<file path="config.mk">
export PLATFORM = sky130hd
export DESIGN_NAME = pmusp_top
export DESIGN_NICKNAME = d
export VERILOG_FILES = /design/src/hw/pmusp_pkg.sv /design/src/hw/pmusp_sync.sv /design/src/hw/pmusp_i2c.sv /design/src/hw/pmusp_top.sv
export SDC_FILE = /design/constraint.sdc
export NUM_CORES = 1
export LEC_CHECK = 0
export BUFFER_PORTS_ARGS = -buffer_cell sky130_fd_sc_hd__buf_2
export CAP_MARGIN = 0
export CORE_UTILIZATION = 53
export CTS_CLUSTER_DIAMETER = 50
export DETAILED_ROUTE_END_ITERATION = 7
export GPL_ROUTABILITY_DRIVEN = 0
export PLACE_DENSITY = 0.77
export SYNTH_ARGS = -nofsm -noshare
export SYNTH_HDL_FRONTEND = slang
export SYNTH_SLANG_ARGS = --single-unit
</file>
<file path="constraint.sdc">
create_clock -name clk_i -period 6.1 [get_ports clk_i]
set_input_delay 1.22 -clock clk_i [delete_from_list [all_inputs] [get_ports clk_i]]
set_output_delay 1.22 -clock clk_i [all_outputs]
set_load 0.02 [all_outputs]
</file>
<file path="src/hw/pmusp_pkg.sv">
// pmusp_pkg: constants, types and register map for the pmu strap and host pin block
// assumes a 200 MHz system clock and an axi4-lite register master
// How it works
// request low means standby, request high means powered on; the code powers on only from a request rise in standby after capture.
// setup strap high picks setup 1, low setup 2, floating setup 3.
// the board holds the setup strap fixed or floating.
// address strap high answers at 7F, floating 7C, low 7D.
// the board holds the address strap fixed; the host uses the matching address.
// alert is open drain, pulled low for an interrupt.
// sda is sampled and driven only low.
// scl is input only.
// the serial port runs up to 400 kHz and reaches the registers.
// both straps are sampled once after reset, before standby; the code samples them while already held in standby.
// a rising request edge starts startup.
// a falling request edge starts shutdown in reverse order.
// an unmasked thermal event pulls alert low until the irq register is read.
// a strap is a two-bit code; unknown codes mean floating.
package pmusp_pkg;

  // *****************************
  // strap codes
  // *****************************
  typedef enum logic [1:0] {
    PMUSP_STRAP_FLOAT = 2'h0,
    PMUSP_STRAP_LOW = 2'h1,
    PMUSP_STRAP_HIGH = 2'h2
  } pmusp_strap_type;

  localparam logic [6:0] PMUSP_ADDR_HIGH = 7'h7F;
  localparam logic [6:0] PMUSP_ADDR_FLOAT = 7'h7C;
  localparam logic [6:0] PMUSP_ADDR_LOW = 7'h7D;

  localparam logic [1:0] PMUSP_SETUP_1 = 2'h1;
  localparam logic [1:0] PMUSP_SETUP_2 = 2'h2;
  localparam logic [1:0] PMUSP_SETUP_3 = 2'h3;

  // *****************************
  // serial register file (8-bit)
  // *****************************
  localparam logic [7:0] PMUSP_SR_CTRL = 8'h00;
  localparam logic [7:0] PMUSP_SR_STATUS = 8'h01;
  localparam logic [7:0] PMUSP_SR_IRQ = 8'h02;
  localparam logic [7:0] PMUSP_SR_MASK = 8'h03;
  localparam logic [7:0] PMUSP_SR_SCRATCH = 8'h04;

  // *****************************
  // axi4-lite register map
  // *****************************
  localparam logic [7:0] PMUSP_AX_STATUS = 8'h00;
  localparam logic [7:0] PMUSP_AX_IRQ = 8'h04;
  localparam logic [7:0] PMUSP_AX_MASK = 8'h08;
  localparam logic [7:0] PMUSP_AX_EVENT = 8'h0C;
  localparam logic [7:0] PMUSP_AX_SEQLEN = 8'h10;

  localparam int PMUSP_IRQ_WARN = 0;
  localparam int PMUSP_IRQ_TSD = 1;
  localparam int PMUSP_IRQ_UP = 2;
  localparam int PMUSP_IRQ_DOWN = 3;
  localparam logic [3:0] PMUSP_MASK_RESET = 4'h0;
  localparam logic [15:0] PMUSP_SEQLEN_RESET = 16'h1388;
  localparam logic [7:0] PMUSP_CTRL_RESET = 8'h00;

  typedef enum logic [3:0] {
    PMUSP_PWR_STANDBY = 4'b0001,
    PMUSP_PWR_STARTUP = 4'b0010,
    PMUSP_PWR_IDLE = 4'b0100,
    PMUSP_PWR_SHUTDOWN = 4'b1000
  } pmusp_pwr_type;

  typedef struct packed {
    logic [2:0] strap_sel;
    logic wr;
    logic [7:0] addr;
    logic [7:0] wdata;
  } pmusp_sreq_type;

  typedef struct packed {
    logic pulse;
    logic [7:0] addr;
  } pmusp_srd_type;

endpackage

</file>
<file path="src/hw/pmusp_sync.sv">
// pmusp_sync: two flip-flop synchroniser for a bundle of pin levels
// assumes inputs come from outside the clk_i domain
`timescale 1ns/1ps
module pmusp_sync #(
  parameter int WIDTH = 1
) (
  input wire logic clk_i,
  input wire logic rst_i,
  input wire logic [WIDTH-1:0] async_i,
  output logic [WIDTH-1:0] sync_o
);

  logic [WIDTH-1:0] stage1;

  // first stage is read only by the second
  always_ff @(posedge clk_i or posedge rst_i)
  begin
    if (rst_i)
    begin
      stage1 <= '0;
      sync_o <= '0;
    end
    else
    begin
      stage1 <= async_i;
      sync_o <= stage1;
    end
  end

endmodule

</file>
<file path="src/hw/pmusp_i2c.sv">
// pmusp_i2c: two-wire serial slave, byte register access
// assumes scl and sda already synchronised to clk_i; scl is never driven
`timescale 1ns/1ps
module pmusp_i2c (
  input wire logic clk_i,
  input wire logic rst_i,
  input wire logic [6:0] slave_addr_i,
  input wire logic scl_i,
  input wire logic sda_i,
  output logic sda_oe_o,
  output logic wr_o,
  output logic [7:0] addr_o,
  output logic [7:0] wdata_o,
  output logic rd_o,
  input wire logic [7:0] rdata_i
);

  typedef enum logic [4:0] {
    ST_IDLE = 5'b00001,
    ST_ADDR = 5'b00010,
    ST_ACK = 5'b00100,
    ST_RX = 5'b01000,
    ST_TX = 5'b10000
  } pmusp_i2c_state_type;

  pmusp_i2c_state_type state;
  logic scl_d;
  logic sda_d;
  logic [7:0] shift;
  logic [3:0] bitcnt;
  logic is_read;
  logic have_reg;
  logic ack_ok;
  logic scl_rise;
  logic scl_fall;
  logic start_seen;
  logic stop_seen;

  assign scl_rise = scl_i && !scl_d;
  assign scl_fall = !scl_i && scl_d;
  assign start_seen = scl_i && scl_d && sda_d && !sda_i;
  assign stop_seen = scl_i && scl_d && !sda_d && sda_i;

  always_ff @(posedge clk_i or posedge rst_i)
  begin
    if (rst_i)
    begin
      scl_d <= 1'b1;
      sda_d <= 1'b1;
    end
    else
    begin
      scl_d <= scl_i;
      sda_d <= sda_i;
    end
  end

  // edges found by oversampling, fine far above 400 kHz R9
  always_ff @(posedge clk_i or posedge rst_i)
  begin
    if (rst_i)
    begin
      state <= ST_IDLE;
      shift <= 8'h00;
      bitcnt <= 4'h0;
      is_read <= 1'b0;
      have_reg <= 1'b0;
      ack_ok <= 1'b0;
      sda_oe_o <= 1'b0;
      wr_o <= 1'b0;
      rd_o <= 1'b0;
      addr_o <= 8'h00;
      wdata_o <= 8'h00;
    end
    else
    begin
      wr_o <= 1'b0;
      rd_o <= 1'b0;
      // step the pointer only after the write has landed at the old one
      if (wr_o)
      begin
        addr_o <= addr_o + 8'h01;
      end
      if (start_seen)
      begin
        state <= ST_ADDR;
        bitcnt <= 4'h0;
        have_reg <= 1'b0;
        sda_oe_o <= 1'b0;
      end
      else if (stop_seen)
      begin
        state <= ST_IDLE;
        sda_oe_o <= 1'b0;
      end
      else
      begin
        unique case (state)
          ST_IDLE:
          begin
            sda_oe_o <= 1'b0;
          end
          ST_ADDR, ST_RX:
          begin
            if (scl_rise)
            begin
              shift <= {shift[6:0], sda_i};
              bitcnt <= bitcnt + 4'h1;
            end
            else if (scl_fall && bitcnt == 4'h8)
            begin
              bitcnt <= 4'h0;
              if (state == ST_ADDR)
              begin
                ack_ok <= (shift[7:1] == slave_addr_i);
                is_read <= shift[0];
                sda_oe_o <= (shift[7:1] == slave_addr_i);
                if (shift[7:1] != slave_addr_i)
                begin
                  state <= ST_IDLE;
                end
                else
                begin
                  state <= ST_ACK;
                  if (shift[0])
                  begin
                    rd_o <= 1'b1;
                  end
                end
              end
              else
              begin
                sda_oe_o <= 1'b1;
                state <= ST_ACK;
                if (!have_reg)
                begin
                  addr_o <= shift;
                  have_reg <= 1'b1;
                end
                else
                begin
                  wdata_o <= shift;
                  wr_o <= 1'b1;
                end
              end
            end
          end
          ST_ACK:
          begin
            if (scl_fall)
            begin
              if (is_read)
              begin
                state <= ST_TX;
                shift <= rdata_i;
                sda_oe_o <= !rdata_i[7];
                bitcnt <= 4'h1;
              end
              else
              begin
                state <= ST_RX;
                sda_oe_o <= 1'b0;
              end
            end
          end
          ST_TX:
          begin
            if (scl_rise && bitcnt == 4'h9)
            begin
              if (sda_i)
              begin
                state <= ST_IDLE;
              end
              else
              begin
                rd_o <= 1'b1;
                addr_o <= addr_o + 8'h01;
              end
            end
            else if (scl_fall)
            begin
              if (bitcnt == 4'h9)
              begin
                shift <= rdata_i;
                sda_oe_o <= !rdata_i[7];
                bitcnt <= 4'h1;
              end
              else if (bitcnt == 4'h8)
              begin
                sda_oe_o <= 1'b0;
                bitcnt <= 4'h9;
              end
              else
              begin
                shift <= {shift[6:0], 1'b0};
                sda_oe_o <= !shift[6];
                bitcnt <= bitcnt + 4'h1;
              end
            end
          end
          default:
          begin
            state <= ST_IDLE;
          end
        endcase
      end
    end
  end

endmodule

</file>
<file path="src/hw/pmusp_top.sv">
// pmusp_top: strap decode, power-state sequencing, alert and serial slave
// assumes pins arrive asynchronously and an axi4-lite master on clk_i
//
// The AXI4-Lite register port and the register addresses were chosen for this implementation.
`timescale 1ns/1ps
module pmusp_top (
  input wire logic clk_i,
  input wire logic rst_i,
  input wire logic [1:0] default_setup_strap_i,
  input wire logic [1:0] bus_address_strap_i,
  input wire logic power_request_i,
  input wire logic thermal_warn_i,
  input wire logic thermal_shutdown_i,
  input wire logic scl_i,
  input wire logic sda_i,
  output logic sda_o,
  output logic sda_oe_o,
  output logic alert_n_o,
  output logic alert_n_oe_o,
  output logic [1:0] setup_o,
  output logic powered_on_o,
  output logic [3:0] power_state_o,
  output logic irq_o,
  input wire logic [7:0] s_axi_awaddr,
  input wire logic s_axi_awvalid,
  output logic s_axi_awready,
  input wire logic [31:0] s_axi_wdata,
  input wire logic [3:0] s_axi_wstrb,
  input wire logic s_axi_wvalid,
  output logic s_axi_wready,
  output logic [1:0] s_axi_bresp,
  output logic s_axi_bvalid,
  input wire logic s_axi_bready,
  input wire logic [7:0] s_axi_araddr,
  input wire logic s_axi_arvalid,
  output logic s_axi_arready,
  output logic [31:0] s_axi_rdata,
  output logic [1:0] s_axi_rresp,
  output logic s_axi_rvalid,
  input wire logic s_axi_rready
);

  // *****************************
  // pin synchronisers
  // *****************************
  logic [10:0] pins_sync;
  logic [1:0] def_s;
  logic [1:0] adr_s;
  logic req_s;
  logic warn_s;
  logic tsd_s;
  logic scl_s;
  logic sda_s;

  pmusp_sync #(.WIDTH(11)) u_sync (
    .clk_i(clk_i),
    .rst_i(rst_i),
    .async_i({default_setup_strap_i, bus_address_strap_i, power_request_i, thermal_warn_i,
      thermal_shutdown_i, scl_i, sda_i, 2'h0}),
    .sync_o(pins_sync)
  );
  assign {def_s, adr_s, req_s, warn_s, tsd_s, scl_s, sda_s} = pins_sync[10:2];

  // *****************************
  // strap capture
  // *****************************
  pmusp_pkg::pmusp_strap_type def_strap;
  pmusp_pkg::pmusp_strap_type adr_strap;
  logic [1:0] capture_cnt;
  logic straps_done;
  logic [6:0] slave_addr;

  function automatic pmusp_pkg::pmusp_strap_type decode_strap(input logic [1:0] raw);
    unique case (raw)
      2'h2: decode_strap = pmusp_pkg::PMUSP_STRAP_HIGH;
      2'h1: decode_strap = pmusp_pkg::PMUSP_STRAP_LOW;
      default: decode_strap = pmusp_pkg::PMUSP_STRAP_FLOAT;
    endcase
  endfunction

  // wait for synchroniser to fill, then sample once; straps assumed static R3 R5
  always_ff @(posedge clk_i or posedge rst_i)
  begin
    if (rst_i)
    begin
      capture_cnt <= 2'h0;
      straps_done <= 1'b0;
      def_strap <= pmusp_pkg::PMUSP_STRAP_FLOAT;
      adr_strap <= pmusp_pkg::PMUSP_STRAP_FLOAT;
    end
    else if (!straps_done)
    begin
      capture_cnt <= capture_cnt + 2'h1;
      if (capture_cnt == 2'h3)
      begin
        straps_done <= 1'b1;
        def_strap <= decode_strap(def_s);
        adr_strap <= decode_strap(adr_s);
      end
    end
  end

  always_comb
  begin
    unique case (def_strap)
      pmusp_pkg::PMUSP_STRAP_HIGH: setup_o = pmusp_pkg::PMUSP_SETUP_1;
      pmusp_pkg::PMUSP_STRAP_LOW: setup_o = pmusp_pkg::PMUSP_SETUP_2;
      default: setup_o = pmusp_pkg::PMUSP_SETUP_3;
    endcase
    unique case (adr_strap)
      pmusp_pkg::PMUSP_STRAP_HIGH: slave_addr = pmusp_pkg::PMUSP_ADDR_HIGH;
      pmusp_pkg::PMUSP_STRAP_LOW: slave_addr = pmusp_pkg::PMUSP_ADDR_LOW;
      default: slave_addr = pmusp_pkg::PMUSP_ADDR_FLOAT;
    endcase
  end

  // *****************************
  // power state
  // *****************************
  pmusp_pkg::pmusp_pwr_type pwr;
  logic req_d;
  logic [15:0] seq_cnt;
  logic [15:0] seq_len;
  logic ev_up;
  logic ev_down;

  always_ff @(posedge clk_i or posedge rst_i)
  begin
    if (rst_i)
    begin
      req_d <= 1'b0;
      pwr <= pmusp_pkg::PMUSP_PWR_STANDBY;
      seq_cnt <= 16'h0000;
    end
    else
    begin
      req_d <= req_s;
      if (!straps_done)
      begin
        pwr <= pmusp_pkg::PMUSP_PWR_STANDBY;
      end
      else
      begin
        unique case (pwr)
          pmusp_pkg::PMUSP_PWR_STANDBY:
          begin
            if (req_s && !req_d)
            begin
              pwr <= pmusp_pkg::PMUSP_PWR_STARTUP;
              seq_cnt <= 16'h0000;
            end
          end
          pmusp_pkg::PMUSP_PWR_STARTUP:
          begin
            if (!req_s)
            begin
              pwr <= pmusp_pkg::PMUSP_PWR_SHUTDOWN;
              seq_cnt <= seq_len - seq_cnt;
            end
            else if (seq_cnt >= seq_len)
            begin
              pwr <= pmusp_pkg::PMUSP_PWR_IDLE;
            end
            else
            begin
              seq_cnt <= seq_cnt + 16'h0001;
            end
          end
          pmusp_pkg::PMUSP_PWR_IDLE:
          begin
            if (!req_s)
            begin
              pwr <= pmusp_pkg::PMUSP_PWR_SHUTDOWN;
              seq_cnt <= 16'h0000;
            end
          end
          pmusp_pkg::PMUSP_PWR_SHUTDOWN:
          begin
            if (seq_cnt >= seq_len)
            begin
              pwr <= pmusp_pkg::PMUSP_PWR_STANDBY;
            end
            else
            begin
              seq_cnt <= seq_cnt + 16'h0001;
            end
          end
          default:
          begin
            pwr <= pmusp_pkg::PMUSP_PWR_STANDBY;
          end
        endcase
      end
    end
  end

  assign ev_up = straps_done && req_s && !req_d;
  assign ev_down = straps_done && !req_s && req_d;
  assign power_state_o = pwr;
  assign powered_on_o = (pwr == pmusp_pkg::PMUSP_PWR_STARTUP) || (pwr == pmusp_pkg::PMUSP_PWR_IDLE);

  // *****************************
  // serial slave and interrupt status
  // *****************************
  logic s_wr;
  logic s_rd;
  logic [7:0] s_addr;
  logic [7:0] s_wdata;
  logic [7:0] s_rdata;
  logic [7:0] ctrl;
  logic [3:0] irq_stat;
  logic [3:0] irq_mask;
  logic [3:0] events;
  logic warn_d;
  logic tsd_d;
  logic sda_oe;
  logic ax_irq_read;

  pmusp_i2c u_i2c (
    .clk_i(clk_i),
    .rst_i(rst_i),
    .slave_addr_i(slave_addr),
    .scl_i(scl_s),
    .sda_i(sda_s),
    .sda_oe_o(sda_oe),
    .wr_o(s_wr),
    .addr_o(s_addr),
    .wdata_o(s_wdata),
    .rd_o(s_rd),
    .rdata_i(s_rdata)
  );

  assign sda_o = 1'b0;
  assign sda_oe_o = sda_oe;

  always_comb
  begin
    unique case (s_addr)
      pmusp_pkg::PMUSP_SR_CTRL: s_rdata = ctrl;
      pmusp_pkg::PMUSP_SR_STATUS: s_rdata = {2'h0, setup_o, pwr};
      pmusp_pkg::PMUSP_SR_IRQ: s_rdata = {4'h0, irq_stat};
      pmusp_pkg::PMUSP_SR_MASK: s_rdata = {4'h0, irq_mask};
      default: s_rdata = 8'h00;
    endcase
  end

  always_ff @(posedge clk_i or posedge rst_i)
  begin
    if (rst_i)
    begin
      ctrl <= pmusp_pkg::PMUSP_CTRL_RESET;
    end
    else if (s_wr && s_addr == pmusp_pkg::PMUSP_SR_CTRL)
    begin
      ctrl <= s_wdata;
    end
  end

  always_ff @(posedge clk_i or posedge rst_i)
  begin
    if (rst_i)
    begin
      warn_d <= 1'b0;
      tsd_d <= 1'b0;
    end
    else
    begin
      warn_d <= warn_s;
      tsd_d <= tsd_s;
    end
  end

  always_comb
  begin
    events = 4'h0;
    events[pmusp_pkg::PMUSP_IRQ_WARN] = warn_s && !warn_d;
    events[pmusp_pkg::PMUSP_IRQ_TSD] = tsd_s && !tsd_d;
    events[pmusp_pkg::PMUSP_IRQ_UP] = ev_up;
    events[pmusp_pkg::PMUSP_IRQ_DOWN] = ev_down;
  end

  // read clears, but a new event in the same cycle stays set R13
  always_ff @(posedge clk_i or posedge rst_i)
  begin
    if (rst_i)
    begin
      irq_stat <= 4'h0;
    end
    else if ((s_rd && s_addr == pmusp_pkg::PMUSP_SR_IRQ) || ax_irq_read)
    begin
      irq_stat <= events;
    end
    else
    begin
      irq_stat <= irq_stat | events;
    end
  end

  assign irq_o = |(irq_stat & ~irq_mask);
  assign alert_n_o = 1'b0;
  assign alert_n_oe_o = irq_o;

  // *****************************
  // axi4-lite slave
  // *****************************
  logic aw_hold;
  logic w_hold;
  logic [7:0] aw_addr;
  logic [31:0] w_data;
  logic [3:0] w_strb;

  assign s_axi_awready = !aw_hold && !s_axi_bvalid;
  assign s_axi_wready = !w_hold && !s_axi_bvalid;
  assign s_axi_arready = !s_axi_rvalid;
  assign ax_irq_read = s_axi_arvalid && s_axi_arready && s_axi_araddr == pmusp_pkg::PMUSP_AX_IRQ;

  always_ff @(posedge clk_i or posedge rst_i)
  begin
    if (rst_i)
    begin
      aw_hold <= 1'b0;
      w_hold <= 1'b0;
      aw_addr <= 8'h00;
      w_data <= 32'h00000000;
      w_strb <= 4'h0;
      s_axi_bvalid <= 1'b0;
      s_axi_bresp <= 2'h0;
      irq_mask <= pmusp_pkg::PMUSP_MASK_RESET;
      seq_len <= pmusp_pkg::PMUSP_SEQLEN_RESET;
    end
    else
    begin
      if (s_axi_awvalid && s_axi_awready)
      begin
        aw_hold <= 1'b1;
        aw_addr <= s_axi_awaddr;
      end
      if (s_axi_wvalid && s_axi_wready)
      begin
        w_hold <= 1'b1;
        w_data <= s_axi_wdata;
        w_strb <= s_axi_wstrb;
      end
      if (aw_hold && w_hold)
      begin
        aw_hold <= 1'b0;
        w_hold <= 1'b0;
        s_axi_bvalid <= 1'b1;
        s_axi_bresp <= 2'h0;
        if (aw_addr == pmusp_pkg::PMUSP_AX_MASK && w_strb[0])
        begin
          irq_mask <= w_data[3:0];
        end
        else if (aw_addr == pmusp_pkg::PMUSP_AX_SEQLEN)
        begin
          if (w_strb[0])
          begin
            seq_len[7:0] <= w_data[7:0];
          end
          if (w_strb[1])
          begin
            seq_len[15:8] <= w_data[15:8];
          end
        end
        else if (aw_addr != pmusp_pkg::PMUSP_AX_MASK)
        begin
          s_axi_bresp <= 2'h2;
        end
      end
      else if (s_axi_bvalid && s_axi_bready)
      begin
        s_axi_bvalid <= 1'b0;
      end
    end
  end

  always_ff @(posedge clk_i or posedge rst_i)
  begin
    if (rst_i)
    begin
      s_axi_rvalid <= 1'b0;
      s_axi_rdata <= 32'h00000000;
      s_axi_rresp <= 2'h0;
    end
    else if (s_axi_arvalid && s_axi_arready)
    begin
      s_axi_rvalid <= 1'b1;
      s_axi_rresp <= 2'h0;
      unique case (s_axi_araddr)
        pmusp_pkg::PMUSP_AX_STATUS: s_axi_rdata <= {23'h000000, straps_done, 2'h0, setup_o, pwr};
        pmusp_pkg::PMUSP_AX_IRQ: s_axi_rdata <= {28'h0000000, irq_stat};
        pmusp_pkg::PMUSP_AX_MASK: s_axi_rdata <= {28'h0000000, irq_mask};
        pmusp_pkg::PMUSP_AX_EVENT: s_axi_rdata <= {25'h0000000, slave_addr};
        pmusp_pkg::PMUSP_AX_SEQLEN: s_axi_rdata <= {16'h0000, seq_len};
        default:
        begin
          s_axi_rdata <= 32'h00000000;
          s_axi_rresp <= 2'h2;
        end
      endcase
    end
    else if (s_axi_rready)
    begin
      s_axi_rvalid <= 1'b0;
    end
  end

endmodule

</file>
=== Word level (Yosys, flattened, before mapping) ===
Cells that the tools add are included.

* Add/sub/neg operators: 5
* Bitwise operators: 9
* Multiplexer cells: 108
* Eq/ne operators: 60
* $lt $le $gt $ge: 1
* Reductions and logical operators: 71

{| class="wikitable"
|+ Operator list
! cell !! number
|-
| 2-to-1 mux 8 bit || 16
|-
| one-hot mux 16 bit (5 select lines) || 1
|-
| 2-to-1 mux 4 bit || 17
|-
| 2-to-1 mux 16 bit || 4
|-
| one-hot mux 16 bit (4 select lines) || 1
|-
| 2-to-1 mux 1 bit || 43
|-
| 2-to-1 mux 5 bit || 8
|-
| one-hot mux 8 bit (4 select lines) || 1
|-
| logical AND 1 bit || 27
|-
| == test 8 x 4 -> 1 bit (second input constant) || 3
|-
| one-hot mux 8 bit (3 select lines) || 1
|-
| inequality test 4 x 1 -> 1 bit (second input constant) || 5
|-
| one-hot mux 5 bit (4 select lines) || 1
|-
| AND reduction 6 bit || 3
|-
| adder 16 x 1 -> 16 bit (second input constant) || 1
|-
| == test 8 x 2 -> 1 bit (second input constant) || 2
|-
| == test 8 x 5 -> 1 bit (second input constant) || 2
|-
| greater-or-equal comparator 16 bit || 1
|-
| logical NOT 8 bit || 2
|-
| one-hot mux 2 bit (2 select lines) || 4
|-
| one-hot mux 4 bit (4 select lines) || 1
|-
| one-hot mux 8 bit (2 select lines) || 1
|-
| AND reduction 4 bit || 4
|-
| subtractor 16 bit || 1
|-
| 48 further kinds || 104
|}

* Output and inout bits: 53
* Bits in registers: 186
* Input port bits: 68
* Word-level logic and storage cells: 292

=== Depth between registers and ports, before layout ===
* Word-level depth: 10
* Gate-level depth with buffers: 11
* Gate-level depth less buffers: 10

=== Cells and area by module ===
A second synthesis with hierarchy kept.

* Cells, all modules: 946
* Area total of the unflattened synthesis: 9,521.6 um^2

{| class="wikitable"
|+ Modules (own cells, without submodules)
! module !! instances !! cells an instance !! sequential area each (um^2) !! area an instance (um^2)
|-
| pmusp_top || 1 || 656 || 2,760.1 || 6,391.1
|-
| pmusp_i2c || 1 || 267 || 1,004.7 || 2,576.2
|-
| pmusp_sync || 1 || 23 || 550.5 || 554.3
|}

=== Worst setup path before layout ===
Ideal clock, no wire load.

* Kind: reg-to-output
* Start: register pwr[1], in the netlist power_state_o[1]
* End: output powered_on_o
* Buffers on the path: 2
* Arrival time: 1.493 ns
* Stages on the path, launching flop included: 5
* Slack: 3.387 ns
* Path through: dfrtp_1 -> buf_2 -> buf_1 -> xnor2_1 -> nor3_1

* Cells in the longest elaborated chain, start to end: 2

{| class="wikitable"
|+ Ends and longest elaborated chain
! what !! RTL line !! RTL
|-
| from (decl) || pmusp_top.sv:120 || <nowiki>pmusp_pkg::pmusp_pwr_type pwr;</nowiki>
|-
| from (signal assigned) || pmusp_top.sv:132 || <nowiki>pwr <= pmusp_pkg::PMUSP_PWR_STANDBY;</nowiki>
|-
| from (signal assigned) || pmusp_top.sv:140 || <nowiki>pwr <= pmusp_pkg::PMUSP_PWR_STANDBY;</nowiki>
|-
| from (signal assigned) || pmusp_top.sv:149 || <nowiki>pwr <= pmusp_pkg::PMUSP_PWR_STARTUP;</nowiki>
|-
| == test 4 x 2 -> 1 bit / == test 4 x 3 -> 1 bit (equally long branches) || pmusp_top.sv:200 || <nowiki>assign powered_on_o = (pwr == pmusp_pkg::PMUSP_PWR_STARTUP) || (pwr == pmusp_pkg::PMUSP_PWR_IDLE);</nowiki>
|-
| logical OR 1 bit * || pmusp_top.sv:200 ||
|-
| to (decl) || pmusp_top.sv:21 || <nowiki>output logic powered_on_o,</nowiki>
|}

Mark *: on every way between the ends. The rest lies on a longest branch, timed or not.

=== Worst setup path after layout ===
* Start: register seq_len[0]
* End: register seq_cnt[11]

* Cells in the longest elaborated chain, start to end: 4

{| class="wikitable"
|+ Ends and longest elaborated chain
! what !! RTL line !! RTL
|-
| from (decl) || pmusp_top.sv:123 || <nowiki>logic [15:0] seq_len;</nowiki>
|-
| from (signal assigned) || pmusp_top.sv:329 || <nowiki>seq_len <= pmusp_pkg::PMUSP_SEQLEN_RESET;</nowiki>
|-
| from (signal assigned) || pmusp_top.sv:358 || <nowiki>seq_len[7:0] <= w_data[7:0];</nowiki>
|-
| greater-or-equal comparator 16 bit || pmusp_top.sv:160, pmusp_top.sv:179 ||
|-
| 2-to-1 mux 16 bit || n/a ||
|-
| 2-to-1 mux 16 bit || pmusp_top.sv:155 || <nowiki>if (!req_s)</nowiki>
|-
| one-hot mux 16 bit (4 select lines) * || pmusp_top.sv:144 || <nowiki>unique case (pwr)</nowiki>
|-
| to (signal assigned) || pmusp_top.sv:158 || <nowiki>seq_cnt <= seq_len - seq_cnt;</nowiki>
|-
| to (signal assigned) || pmusp_top.sv:166 || <nowiki>seq_cnt <= seq_cnt + 16'h0001;</nowiki>
|-
| to (signal assigned) || pmusp_top.sv:185 || <nowiki>seq_cnt <= seq_cnt + 16'h0001;</nowiki>
|-
| to (decl) || pmusp_top.sv:122 || <nowiki>logic [15:0] seq_cnt;</nowiki>
|}

Marks and branches as above.
A chain may end at the register's enable or synchronous reset.

==> results.md <==
- Outcome: complete, no violations
- Compound-Gate Fraction of Synth Area: 16.1%
- I/O Buffers: 82
- Adder-cell share of the synthesized area: 3.83%
- Area leader, netlist: dfrtp_1
- Worst Tran Pin Value: 1.01 ns
- Number of synthesized flops with an enable pin: 0
- Die area: 0.0175 sq mm
- Max Slew Vio Count: 0
- Deepest clock path buffer count: 2
- Pwr dens: 357 mW/mm^2
- Synth Instances: 895
- Endpoints failing setup: 0
- Antenna cell count: 0
- CORE AREA: 0.0166 sq mm
- Hold Crit Class: flip-flop to flip-flop
- Clock power frac: 28.7%
- Initial Utilization: 54.3%
- Switching pwr: 1270 uW
- Flop pwr share: 41.7%
- Setup crit start kind: flip-flop
- CP required: 6.42 ns
- Commonest cells after routing, fill and taps aside: 159 x dfrtp_1, 82 x buf_2, 79 x nand2_1, 67 x mux2_2, 62 x nor2_1
- CTS tree: done
- Cts hold-fix bufs: 0
- Initial DRC Count: 667
- Worst Path Buf+Inv: 1
- Commonest non-fill, non-tap cell in the layout: dfrtp_1
- Post-route DRC: 0
- Endpoints failing hold: 0
- Layout fillers: 1,362
- Routed wire length: 20.3 mm
- Area contributors post-synth: dfrtp_1 44%, mux2_2 8.4%, ha_1 3.6%
- Row count: 47
- Post-synthesis mux area share: 8.93%
- Max-Cap Viols: 0
- Post_cts resized: 0
- Drt first pass iters: 6
- Hpwl dp: 14.6 mm
- Most used DFF post-synth: dfrtp_1
- Post-Syn Area: 0.00900 sq mm
- Post-CTS repair timing setup buffer count: 0
- Sink Count: 168
- Fin crit share: 57.6%
- Final net count: 1,060
- Tmin final: 3.51 ns
- Chip Height: 132 um
- Simple-gate share of the synthesized area: 15.7%
- Antenna viol nets, final: 0
- Slew headroom: 32.8%
- Max IR drop VDD: 282 uV
- Cell variety after synth: 79
- Launch point of the worst reg-to-reg path: seq_len[0]
- Worst-path cell chain: inv_1 -> ha_1 -> fa_1 -> nand2b_1 -> a211oi_1 -> o31ai_1 -> a21oi_1 -> a21oi_1 -> o31a_1 -> a311o_1
- Largest net degree at the start of global routing: 84
- CTS Root Cell: clkbuf_16
- Critical path's largest stage delay: 0.71 ns
- Internal: 2320 uW
- CP endpoint kind: flip-flop
- Synth Area in XOR/XNOR: 3.11%
- Slowest-stage cell, CP: a21oi_1
- CP max FO: 12
- Die Wd: 132 um
- Crit path DAT: 3.83 ns
- TritonCTS Buffers: 17
- Switching power share of the total: 35.5%
- Post-synthesis sequential area ratio: 46.8%
- Total GRT Usage: 24.5%
- FMAX: 285 MHz
- WL/cell: 16.9 um
- I/O pin count: 121
- Most used cell, CP: a21oi_1
- CP Launch Point: seq_len[0]
- Clock Latency Late Sink: 0.43 ns
- Initial antenna violation count: 1
- Synth Register Bits: 168
- First-pass GRT wire length: 34.0 mm
- Leakage: 0.00463 uW
- Synth-to-Final Area Change: 11.7%
- RSZ-0062 raised after global routing: no
- CTS H-tree lvls: 4
- Ys async rst share: 100%
- Utilization after layout: 60.7%
- Yosys Warn Count: 0
- Cell family with most CP delay: compound AO/OA/AOI/OAI gates
- Comb pwr share: 29.6%
- Largest family of logic cells by synthesized area: compound AO/OA/AOI/OAI gates
- HP Start: u_sync.stage1[7]
- Total grt overflow: 0
- Critical path class: flip-flop to flip-flop
- Syn_area_per_cell: 10.1 sq um
- TNS Setup: 0 ns
- Share of post-route cells with drive strength above 1: 22.2%
- Vias per Instance: 5.90
- Number of global-route vias before repair: 6,743
- Yosys top cell area share: 44.2%
- Clock transition at path regs: 0.07 ns
- Post-route clock skew: 0.00820 ns
- Via total after detailed routing: 7,068
[synth_stat cells (all sizes together) (3+ instances only)]
cell / n
xnor2: 18
a21o: 9
nor2b: 8
o31ai: 4
ha: 26
nor2: 63
o21ai: 61
dfstp: 9
nand2b: 19
a21oi: 57
inv: 39
o311ai: 3
nand2: 79
clkbuf: 20
a211oi: 3
o211ai: 10
nand3: 29
or4: 4
nor4: 11
a22oi: 14
a221oi: 3
xor2: 14
nor4b: 3
dfrtp: 159
a32o: 3
nor3: 15
mux2i: 5
and3: 16
buf: 38
or2: 4
or3: 3
a22o: 8
a32oi: 5
nand4: 11
o22ai: 6
nand3b: 4
mux2: 67
and2: 5
o221ai: 4
[cell type report]
cell class / count / area (sq um) / share of cell area, %
Tap cell: 220 / 275 / 2.74
Clock buffer: 20 / 467 / 4.64
Clock inverter: 12 / 109 / 1.08
Sequential cell: 168 / 4220 / 41.9
Inverter: 39 / 151 / 1.50
Timing Repair Buffer: 90 / 470 / 4.68
Multi-Input combinational cell: 649 / 4370 / 43.5
[metal layers]
| metal | global-route usage (%) | up-vias | share of wire (%) | wire length, um |
|---|---|---|---|---|
| li1 | - | 3340 | - | - |
| met1 | 35.2 | 3419 | 46 | 9340 |
| met2 | 35.7 | 267 | 44 | 8990 |
| met3 | 6.15 | 40 | 7.3 | 1470 |
| met4 | 9.26 | 2 | 2.2 | 451 |
| met5 | 0 | - | 0.049 | 10 |
[metrics by stage]
stage	hold slack [ns]	total power (uW)	setup slack, ns	std cells	instance area, sq um
after floorplan	0.331	2310	0.348	914	9080
after global placement	0.331	2530	2.73	1166	9490
after detailed placement	0.336	2560	2.68	1166	9490
after CTS	0.352	3600	2.64	1198	10100
after global routing	0.354	3800	2.38	1198	10100
final	0.349	3590	2.59	1198	10100
[worst paths after layout]
path                                         end  slack [ns]  cells after the start
worst max register to register       seq_cnt[11]        2.59                     10
min in group asynchronous       u_sync.sync_o[8]        0.71                      2
worst min-delay path            u_sync.sync_o[7]        0.35                      0
worst max-delay path                 seq_cnt[11]        2.59                     10
worst min register to register  u_sync.sync_o[7]        0.35                      0
max in group asynchronous         s_axi_rdata[6]        4.15                      3
[power by group through the flow]
stage	sequential, uW	combinational (uW)	clock (uW)
after global routing	1520	1180	1090
final	1490	1060	1030
after detailed placement	1510	1050	0
after global placement	1500	1030	0
after floorplan	1440	870	0
after CTS	1490	1060	1050
[cell families (layout without fill, tap and decap cells)]
| family | count (synthesis) | in the layout |
|---|---|---|
| flops | 168 | 168 |
| other cells | 1 | 20 |
| simple gates | 280 | 280 |
| xor+xnor | 32 | 32 |
| compound gates | 218 | 218 |
| fa+ha+maj | 27 | 27 |
| mux | 72 | 72 |
| buf+inv | 97 | 161 |
Power figures use the tool's default switching activity.
